`src/rtl/scsg_pkg_pin.sv`:
```
// constants for the strap/configuration pin block and the per-pin output cell
`timescale 1ns/1ps
`default_nettype none

package scsg_pkg;
  // ----------------------------------------------------------------
  // pin and strap layout
  // ----------------------------------------------------------------
  localparam int unsigned PIN_COUNT = 5;
  localparam int unsigned CODE_LSB = 0;
  localparam int unsigned CODE_W = 3;
  localparam int unsigned ZERO_LSB = 3;
  localparam int unsigned ZERO_W = 2;
  localparam int unsigned CFG_COUNT = 7;
  localparam int unsigned STATUS_W = 8;
  localparam int unsigned SEL_W = 3;
  localparam int unsigned MODE_W = 2;
  localparam logic [2:0] CODE_FACTORY = 3'h7;
  localparam logic [1:0] ZERO_REQUIRED = 2'h0;
  localparam logic [2:0] INDEX_RESET = 3'h0;
  // ----------------------------------------------------------------
  // timing
  // ----------------------------------------------------------------
  localparam int unsigned CLOCK_MHZ = 200;
  localparam int unsigned READY_DELAY_MS = 500;
  localparam int unsigned RESET_HOLD_MS = 2;
  localparam int unsigned READY_CYCLES = READY_DELAY_MS * CLOCK_MHZ * 1000;
  localparam int unsigned READY_CNT_W = 32;

  typedef enum logic [1:0] {
    SCSG_MODE_INPUT = 2'b00,
    SCSG_MODE_OUTPUT = 2'b01,
    SCSG_MODE_STATUS = 2'b10,
    SCSG_MODE_IRQ = 2'b11
  } scsg_mode_t;

  typedef enum logic [1:0] {
    SCSG_ST_SAMPLE = 2'b00,
    SCSG_ST_LOAD = 2'b01,
    SCSG_ST_WAIT = 2'b10,
    SCSG_ST_RUN = 2'b11
  } scsg_state_t;
endpackage

module scsg_pin (
  input wire logic i_clock,
  input wire logic i_rst,
  input wire logic i_clk_en,
  input wire logic i_active,
  input wire logic [1:0] i_mode,
  input wire logic i_gpo_value,
  input wire logic i_status_bit,
  input wire logic i_irq,
  input wire logic i_pulldown_dis,
  output logic o_out,
  output logic o_oe,
  output logic o_pulldown_en
);
  scsg_pkg::scsg_mode_t mode;
  assign mode = scsg_pkg::scsg_mode_t'(i_mode);

  // ----------------------------------------------------------------
  // output driver
  // ----------------------------------------------------------------
  // the pin stays released until the straps are latched, so a strap resistor is never fought
  always_ff @(posedge i_clock or posedge i_rst) begin
    if (i_rst) begin
      o_out <= 1'b0;
      o_oe <= 1'b0;
    end else if (i_clk_en) begin
      o_oe <= i_active && (mode != scsg_pkg::SCSG_MODE_INPUT);
      case (mode)
        scsg_pkg::SCSG_MODE_OUTPUT: o_out <= i_gpo_value;
        scsg_pkg::SCSG_MODE_STATUS: o_out <= i_status_bit;
        scsg_pkg::SCSG_MODE_IRQ: o_out <= i_irq;
        default: o_out <= 1'b0;
      endcase
    end
  end

  // ----------------------------------------------------------------
  // pull-down
  // ----------------------------------------------------------------
  // the disable only takes effect once straps are taken; the pull-down defines them before
  always_ff @(posedge i_clock or posedge i_rst) begin
    if (i_rst) begin
      o_pulldown_en <= 1'b1;
    end else if (i_clk_en) begin
      o_pulldown_en <= !(i_active && i_pulldown_dis);
    end
  end

  pulldown_ctl_a: assert property (@(posedge i_clock) disable iff (i_rst)
    i_clk_en && i_active && i_pulldown_dis |=> !o_pulldown_en)
    else $error("pull-down not disabled by its field");
  status_drive_a: assert property (@(posedge i_clock) disable iff (i_rst)
    i_clk_en && i_active && mode == scsg_pkg::SCSG_MODE_STATUS |=> o_oe && o_out == $past(i_status_bit))
    else $error("status pin does not follow its status bit");
endmodule

`default_nettype wire

```
`src/rtl/scsg_top.sv`:
```
// strap sampling, configuration select and multi-purpose pin control
// How it works
// - After start-up each pin can drive a software value or a chosen internal status bit.
// - A pin in interrupt mode goes high when the device status changes until software acknowledges the read.
// - Every pin has a pull-down that its own control bit can switch off.
// - At reset release pins two..zero are latched; codes 0 to 6 load that configuration, 7 picks factory default.
// - If the selected configuration is empty the device comes up in factory default instead.
// - Registers are usable after the fixed delay or once the ready flag rises; the board waits for either.
`timescale 1ns/1ps
`default_nettype none

module scsg_top #(
  parameter int unsigned P_READY_CYCLES = scsg_pkg::READY_CYCLES
) (
  input wire logic i_clock,
  input wire logic i_rst,
  input wire logic i_clk_en,
  input wire logic [4:0] i_pin_in,
  output logic [4:0] o_pin_out,
  output logic [4:0] o_pin_oe,
  output logic [4:0] o_pulldown_en,
  input wire logic [9:0] i_pin_mode,
  input wire logic [4:0] i_gpo_value,
  input wire logic [4:0] i_pulldown_dis,
  input wire logic [14:0] i_status_sel,
  input wire logic [7:0] i_status,
  input wire logic i_irq_ack,
  input wire logic [6:0] i_cfg_present,
  output logic o_cfg_load,
  output logic [2:0] o_cfg_index,
  output logic o_factory_default,
  output logic o_strap_fault,
  output logic o_regs_ready,
  output logic o_irq_pending
);
  scsg_pkg::scsg_state_t state_reg;
  logic [2:0] code_reg;
  logic [1:0] zero_reg;
  logic [31:0] ready_cnt_reg;
  logic [7:0] status_prev_reg;
  logic active;
  logic status_change;
  logic cfg_empty;
  logic [7:0] cfg_present_ext;

  assign active = (state_reg != scsg_pkg::SCSG_ST_SAMPLE);
  // code seven has no stored image; its slot reads as present so the lookup never leaves the vector
  assign cfg_present_ext = {1'b1, i_cfg_present};
  assign status_change = active && (i_status != status_prev_reg);
  assign cfg_empty = (code_reg != scsg_pkg::CODE_FACTORY) && !cfg_present_ext[code_reg];

  // ----------------------------------------------------------------
  // start-up sequence
  // ----------------------------------------------------------------
  // straps are taken on the first enabled edge after release, never from the reset branch
  always_ff @(posedge i_clock or posedge i_rst) begin
    if (i_rst) begin
      state_reg <= scsg_pkg::SCSG_ST_SAMPLE;
      code_reg <= scsg_pkg::INDEX_RESET;
      zero_reg <= scsg_pkg::ZERO_REQUIRED;
    end else if (i_clk_en) begin
      case (state_reg)
        scsg_pkg::SCSG_ST_SAMPLE: begin
          code_reg <= i_pin_in[scsg_pkg::CODE_LSB +: scsg_pkg::CODE_W];
          zero_reg <= i_pin_in[scsg_pkg::ZERO_LSB +: scsg_pkg::ZERO_W];
          state_reg <= scsg_pkg::SCSG_ST_LOAD;
        end
        scsg_pkg::SCSG_ST_LOAD: state_reg <= scsg_pkg::SCSG_ST_WAIT;
        scsg_pkg::SCSG_ST_WAIT: begin
          if (ready_cnt_reg >= P_READY_CYCLES - 1) begin
            state_reg <= scsg_pkg::SCSG_ST_RUN;
          end
        end
        default: state_reg <= scsg_pkg::SCSG_ST_RUN;
      endcase
    end
  end

  // ----------------------------------------------------------------
  // configuration select
  // ----------------------------------------------------------------
  always_ff @(posedge i_clock or posedge i_rst) begin
    if (i_rst) begin
      o_cfg_load <= 1'b0;
      o_cfg_index <= scsg_pkg::INDEX_RESET;
      o_factory_default <= 1'b0;
      o_strap_fault <= 1'b0;
    end else if (i_clk_en) begin
      o_cfg_load <= 1'b0;
      if (state_reg == scsg_pkg::SCSG_ST_LOAD) begin
        // index follows the code for every stored image, 4 and 5 included
        o_cfg_index <= code_reg;
        if (code_reg == scsg_pkg::CODE_FACTORY || cfg_empty) begin
          o_factory_default <= 1'b1;
        end else begin
          o_cfg_load <= 1'b1;
        end
        o_strap_fault <= (zero_reg != scsg_pkg::ZERO_REQUIRED);
      end
    end
  end

  // ----------------------------------------------------------------
  // register access delay
  // ----------------------------------------------------------------
  // counting starts after the load so the ready flag never precedes the image
  always_ff @(posedge i_clock or posedge i_rst) begin
    if (i_rst) begin
      ready_cnt_reg <= 32'h0;
      o_regs_ready <= 1'b0;
    end else if (i_clk_en) begin
      if (state_reg == scsg_pkg::SCSG_ST_WAIT) begin
        ready_cnt_reg <= ready_cnt_reg + 32'h1;
      end
      o_regs_ready <= (state_reg == scsg_pkg::SCSG_ST_RUN);
    end
  end

  // ----------------------------------------------------------------
  // interrupt
  // ----------------------------------------------------------------
  // a change landing on the acknowledge cycle keeps the flag set
  always_ff @(posedge i_clock or posedge i_rst) begin
    if (i_rst) begin
      status_prev_reg <= 8'h00;
      o_irq_pending <= 1'b0;
    end else if (i_clk_en) begin
      status_prev_reg <= i_status;
      if (status_change) begin
        o_irq_pending <= 1'b1;
      end else if (i_irq_ack) begin
        o_irq_pending <= 1'b0;
      end
    end
  end

  // ----------------------------------------------------------------
  // pins
  // ----------------------------------------------------------------
  genvar g;
  generate
    for (g = 0; g < scsg_pkg::PIN_COUNT; g++) begin : g_pin
      scsg_pin u_pin (
        .i_clock(i_clock),
        .i_rst(i_rst),
        .i_clk_en(i_clk_en),
        .i_active(active),
        .i_mode(i_pin_mode[g*scsg_pkg::MODE_W +: scsg_pkg::MODE_W]),
        .i_gpo_value(i_gpo_value[g]),
        .i_status_bit(i_status[i_status_sel[g*scsg_pkg::SEL_W +: scsg_pkg::SEL_W]]),
        .i_irq(o_irq_pending),
        .i_pulldown_dis(i_pulldown_dis[g]),
        .o_out(o_pin_out[g]),
        .o_oe(o_pin_oe[g]),
        .o_pulldown_en(o_pulldown_en[g])
      );
    end
  endgenerate

  // ----------------------------------------------------------------
  // checks
  // ----------------------------------------------------------------
  code_select_a: assert property (@(posedge i_clock) disable iff (i_rst)
    i_clk_en && state_reg == scsg_pkg::SCSG_ST_SAMPLE && i_pin_in[2:0] != 3'h7
      && cfg_present_ext[i_pin_in[2:0]] ##1 i_clk_en
    |=> o_cfg_load && o_cfg_index == $past(code_reg) && !o_factory_default)
    else $error("stored configuration not loaded for strap code");
  factory_code_a: assert property (@(posedge i_clock) disable iff (i_rst)
    i_clk_en && state_reg == scsg_pkg::SCSG_ST_LOAD && code_reg == 3'h7
    |=> o_factory_default && !o_cfg_load)
    else $error("code seven did not select factory default");
  empty_fallback_a: assert property (@(posedge i_clock) disable iff (i_rst)
    i_clk_en && state_reg == scsg_pkg::SCSG_ST_LOAD && cfg_empty
    |=> o_factory_default && !o_cfg_load)
    else $error("empty configuration not replaced by factory default");
  high_codes_a: assert property (@(posedge i_clock) disable iff (i_rst)
    i_clk_en && state_reg == scsg_pkg::SCSG_ST_LOAD && (code_reg == 3'h4 || code_reg == 3'h5)
    |=> o_cfg_index == $past(code_reg))
    else $error("codes four and five mapped wrongly");
  irq_raise_a: assert property (@(posedge i_clock) disable iff (i_rst)
    i_clk_en && status_change |=> o_irq_pending ##1 (!i_clk_en || o_irq_pending || $past(i_irq_ack)))
    else $error("status change lost");
  irq_pin_a: assert property (@(posedge i_clock) disable iff (i_rst)
    i_clk_en && active && i_pin_mode[1:0] == 2'b11 |=> o_pin_oe[0] && o_pin_out[0] == $past(o_irq_pending))
    else $error("interrupt pin does not follow pending flag");
  ready_delay_a: assert property (@(posedge i_clock) disable iff (i_rst)
    $rose(o_regs_ready) |-> ready_cnt_reg >= P_READY_CYCLES)
    else $error("registers ready before the access delay");
  strap_fault_a: assert property (@(posedge i_clock) disable iff (i_rst)
    i_clk_en && state_reg == scsg_pkg::SCSG_ST_LOAD |=> o_strap_fault == ($past(zero_reg) != 2'h0))
    else $error("strap fault flag wrong");
  load_pulse_a: assert property (@(posedge i_clock) disable iff (i_rst)
    i_clk_en && o_cfg_load |=> !o_cfg_load)
    else $error("configuration load pulse longer than one cycle");
  factory_sticky_a: assert property (@(posedge i_clock) disable iff (i_rst)
    o_factory_default |=> o_factory_default)
    else $error("factory default flag dropped before reset");
  pins_released_a: assert property (@(posedge i_clock) disable iff (i_rst)
    state_reg == scsg_pkg::SCSG_ST_SAMPLE |-> o_pin_oe == 5'h00 && o_pulldown_en == 5'h1F)
    else $error("pin driven or pull-down off before straps were taken");
  ready_hold_a: assert property (@(posedge i_clock) disable iff (i_rst)
    state_reg != scsg_pkg::SCSG_ST_RUN |=> !o_regs_ready)
    else $error("registers ready outside the run state");
  irq_set_wins_a: assert property (@(posedge i_clock) disable iff (i_rst)
    i_clk_en && status_change && i_irq_ack |=> o_irq_pending)
    else $error("acknowledge swallowed a simultaneous status change");
  irq_clear_a: assert property (@(posedge i_clock) disable iff (i_rst)
    i_clk_en && i_irq_ack && !status_change |=> !o_irq_pending)
    else $error("acknowledge did not clear the interrupt flag");
  freeze_state_a: assert property (@(posedge i_clock) disable iff (i_rst)
    !i_clk_en |=> $stable(state_reg) && $stable(o_cfg_load) && $stable(o_cfg_index))
    else $error("start-up state moved while clock enable was low");
  freeze_irq_a: assert property (@(posedge i_clock) disable iff (i_rst)
    !i_clk_en |=> $stable(o_irq_pending) && $stable(o_pin_out))
    else $error("interrupt or pin moved while clock enable was low");
  freeze_count_a: assert property (@(posedge i_clock) disable iff (i_rst)
    !i_clk_en |=> $stable(ready_cnt_reg) && $stable(o_regs_ready))
    else $error("access delay counted while clock enable was low");
endmodule

`default_nettype wire

```
`config.mk`:
```
export PLATFORM = sky130hd
export DESIGN_NAME = scsg_top
export DESIGN_NICKNAME = d
export VERILOG_FILES = /design/src/rtl/scsg_pkg_pin.sv /design/src/rtl/scsg_top.sv
export SDC_FILE = /design/constraint.sdc
export NUM_CORES = 1
export LEC_CHECK = 0
export ABC_CLOCK_PERIOD_IN_PS = 2520
export BUFFER_PORTS_ARGS = -buffer_cell sky130_fd_sc_hd__buf_4
export CORE_MARGIN = 2
export CORE_UTILIZATION = 42
export DETAILED_ROUTE_END_ITERATION = 10
export PLACE_DENSITY = 0.65
export SLEW_MARGIN = 30
export SYNTH_ARGS = -nofsm -noshare
export SYNTH_HDL_FRONTEND = slang
export SYNTH_SLANG_ARGS = --single-unit
```
`constraint.sdc`:
```
create_clock -name i_clock -period 2.52 [get_ports i_clock]
set_input_delay 0.126 -clock i_clock [delete_from_list [all_inputs] [get_ports i_clock]]
set_output_delay 0.126 -clock i_clock [all_outputs]
set_load 0.02 [all_outputs]
```
==> metrics.txt <==
Std-Cell Rows 34; path type of the worst min-delay path in2reg; slowest CP cell sky130_fd_sc_hd__nor4_4; synthesized net count between 300 and 400; depth of the worst hold-timing path 2; Levels on crit path 4; Netlist Area Pre-Place 3670 sq um; starting density of the core approximately 43%; number of distinct library cell variants in the gate-level netlist after synthesis between 40 and 50; highest clock frequency the design can meet between 500 and 600 MHz; number of gates given a new drive strength after cts 0; warning count from the yosys run 0; worst slack, placed just under 0.7 ns; Chip Height 97.5 microns; fin crit period about 1.9 ns; depth of the most critical reg-to-reg path 4; Iter 0 DRT Violations between 100 and 150; CP startpoint kind register; area added between synthesis and finish 25.9%; Die Outline Area 9510 sq um; crit-path max cell delay roughly 0.66 ns; Post-synth ARST share between 90% and 100%; RSZ-0062 raised after global routing false; final worst-path setup slack around 0.65 ns; Ports between 80 and 90; count of TritonRoute iterations in the first routing pass 4; Crit path max-delay family simple AND/OR/NAND/NOR gates; main flop type after synthesis sky130_fd_sc_hd__dfrtp_1; final global-route overflow total 0; count of mapped cells out of synthesis between 300 and 400; top post-synthesis cells by area sky130_fd_sc_hd__dfrtp_1 44%, sky130_fd_sc_hd__xnor2_1 8.3%, sky130_fd_sc_hd__mux2_2 5.2%; footprint of the flip-flops and latches 1760 sq um; origin of the critical flop-to-flop path state_reg[0]; largest area contributor in the netlist sky130_fd_sc_hd__dfrtp_1; hold_sp i_pin_in[0]; number of register bits inferred by synthesis 70; total global-route track usage about 18%; Max rail drop VDD around 0.00036 V; HPWL after detailed placement 5470 microns; count of buffering cells on the critical path with inverters included 0; number of synthesized flops with an enable pin 0; final hold slack approximately 0.026 ns; PwrDens 715 nW/um^2; type of the setup path with the least slack reg2reg; series of cell instances along the critical path nand3b_4, nor4_4, nand3_1, xnor2_1; number of clock sinks seen by CTS 70; number of global-route vias before repair 2743; final cell utilization of the core between 50% and 60%; detailed route wirelength on metal2 about 3700 microns; hold violation total from the final report 0; required time of the critical path 2.75 ns; sequential cell area fraction in the yosys report ~48%; status completed; IO Port Bufs 81; routed via count roughly 2700; CP Capture Type register; slew of the pin with the lowest slew margin between 0.7 and 0.8 ns; Mapped Avg Cell Area roughly 12 sq um; total negative setup slack 0 ns; clock buffer count from CTS 9; drc violations 0; Worst Hold End code_reg[0]; data arrival time of the critical path 2.10 ns; clock transition at the registers of the reported paths approximately 0.070 ns; CTS tree done; Placeable Area between 8000 and 9000 sq um; worst skew pair latency roughly 0.35 ns; biggest fanout along the worst timing path 11; post-detailed-route via-to-cell ratio 5.32; global-route wire length before repair roughly 13000 microns; global placement routability congestion ~0.78; diode count 0; Die Wd between 90 and 100 microns; total area of multi-input combinational cells about 1700 sq um; area share of the largest cell type after synthesis ~44%; layout cells sized above 1 about a third; total count of max-transition violations in the final report 0; number of flip-flops in the largest register 32; worst-case register-to-register setup slack ~0.65 ns; Design Power about 0.0033 W; Clk Tree Root Cell sky130_fd_sc_hd__clkbuf_8; pin count of the biggest net entering global routing roughly 70; Met3 Routed Length ~450 microns; MaxCap Viol Count 0; ratio of final minimum period to clock period 74.3%; H-tree levels 3; number of failing setup endpoints in the final timing report 0; Final Skew 0.0106 ns; antenna violations before repair 0; routed length on met1 3480 microns; leak pwr slightly above 2 nW; total number of nets in the final design between 400 and 500; Slew headroom roughly 48%; average routed wire per standard cell ~15 microns; highest signal layer in the routed design met4; endpoint of the most critical register-to-register path ready_cnt_reg[18]; number of fill cells roughly 760; aggregate routed wire length a little under 8000 microns; antenna-violating nets left 0; CTS Buffer Depth 2
[layer usage]
layer | up-vias | GRT usage, %
met5 | - | 0
met4 | 0 | 6.09
met3 | 6 | 5.18
met2 | 76 | 28.0
met1 | 1306 | 22.9
li1 | 1292 | -
[cell families (layout without fill, tap and decap cells)]
logic type                 count (synthesis)  in the layout  share of synthesized area (%)
adders and majority gates                  1              1                          0.340
and+or+nand+nor                           94             94                           15.1
buffers and inverters                     33            117                           5.82
AOI/OAI and AO/OA                         46             46                           8.89
xor gates and xnor gates                  39             39                           9.29
DFF                                       70             70                           47.8
muxes                                     29             29                           12.7
[worst max path at each step]
stage	startpoint	end	slack, ns
after floorplan	i_rst	code_reg[0]	0.63
after global placement	state_reg[0]	ready_cnt_reg[11]	0.73
after detailed placement	state_reg[1]	ready_cnt_reg[14]	0.67
after CTS	state_reg[0]	ready_cnt_reg[14]	0.65
after global routing	ready_cnt_reg[0]	ready_cnt_reg[14]	0.49
final	state_reg[0]	ready_cnt_reg[18]	0.65
[layout by cell type (no fill, tap or decap), types with 5 or more instances in the layout]
cell type,netlist,routed
sky130_fd_sc_hd__a21oi_1,10,10
sky130_fd_sc_hd__and3_1,8,8
sky130_fd_sc_hd__buf_4,16,82
sky130_fd_sc_hd__clkbuf_8,1,10
sky130_fd_sc_hd__dfrtp_1,65,65
sky130_fd_sc_hd__dfstp_2,5,5
sky130_fd_sc_hd__dlygate4sd3_1,0,9
sky130_fd_sc_hd__inv_1,8,7
sky130_fd_sc_hd__mux2_2,17,17
sky130_fd_sc_hd__mux4_1,5,5
sky130_fd_sc_hd__mux4_2,6,6
sky130_fd_sc_hd__nand2_1,13,13
sky130_fd_sc_hd__nand3_1,16,16
sky130_fd_sc_hd__nand4_1,16,16
sky130_fd_sc_hd__nor2_1,19,19
sky130_fd_sc_hd__nor2b_1,5,5
sky130_fd_sc_hd__o21ai_0,8,8
sky130_fd_sc_hd__o2bb2ai_1,7,7
sky130_fd_sc_hd__xnor2_1,35,35
[per-stage QoR]
step | instance area, sq um | std cells
2_1_floorplan | 3670 | 312
3_3_place_gp | 4270 | 479
3_5_place_dp | 4270 | 479
4_1_cts | 4630 | 504
5_1_grt | 4630 | 504
6_report | 4630 | 504
[repair_timing]
| item | in CTS | in global routing |
|---|---|---|
| hold buffers | 9 | 0 |
| hold endpoints to repair | 73 | 0 |
| buffers inserted | 0 | 0 |
[report_power, final]
group          internal [W]  switching (W)  leakage [nW]
Sequential          0.00129       0.000142         0.877
Combinational      0.000362       0.000310          1.03
Clock              0.000783       0.000422         0.132
[cells in the mapped netlist (7+ instances only)]
| master | count |
|---|---|
| sky130_fd_sc_hd__nand3_1 | 16 |
| sky130_fd_sc_hd__nor2_1 | 19 |
| sky130_fd_sc_hd__o2bb2ai_1 | 7 |
| sky130_fd_sc_hd__inv_1 | 8 |
| sky130_fd_sc_hd__nand2_1 | 13 |
| sky130_fd_sc_hd__o21ai_0 | 8 |
| sky130_fd_sc_hd__dfrtp_1 | 65 |
| sky130_fd_sc_hd__mux2_2 | 17 |
| sky130_fd_sc_hd__nand4_1 | 16 |
| sky130_fd_sc_hd__and3_1 | 8 |
| sky130_fd_sc_hd__buf_4 | 16 |
| sky130_fd_sc_hd__xnor2_1 | 35 |
| sky130_fd_sc_hd__a21oi_1 | 10 |
[layout make-up]
class / count / area share [%]
clock buffer: 10 / 2.98
clock inverter: 6 / 2.87
inverter: 9 / 0.730
multi-input combinational: 209 / 36.8
sequential: 70 / 38.0
tap: 108 / 2.92
timing repair buffer: 92 / 15.7
No activity file was read; power rests on OpenSTA's default activity.
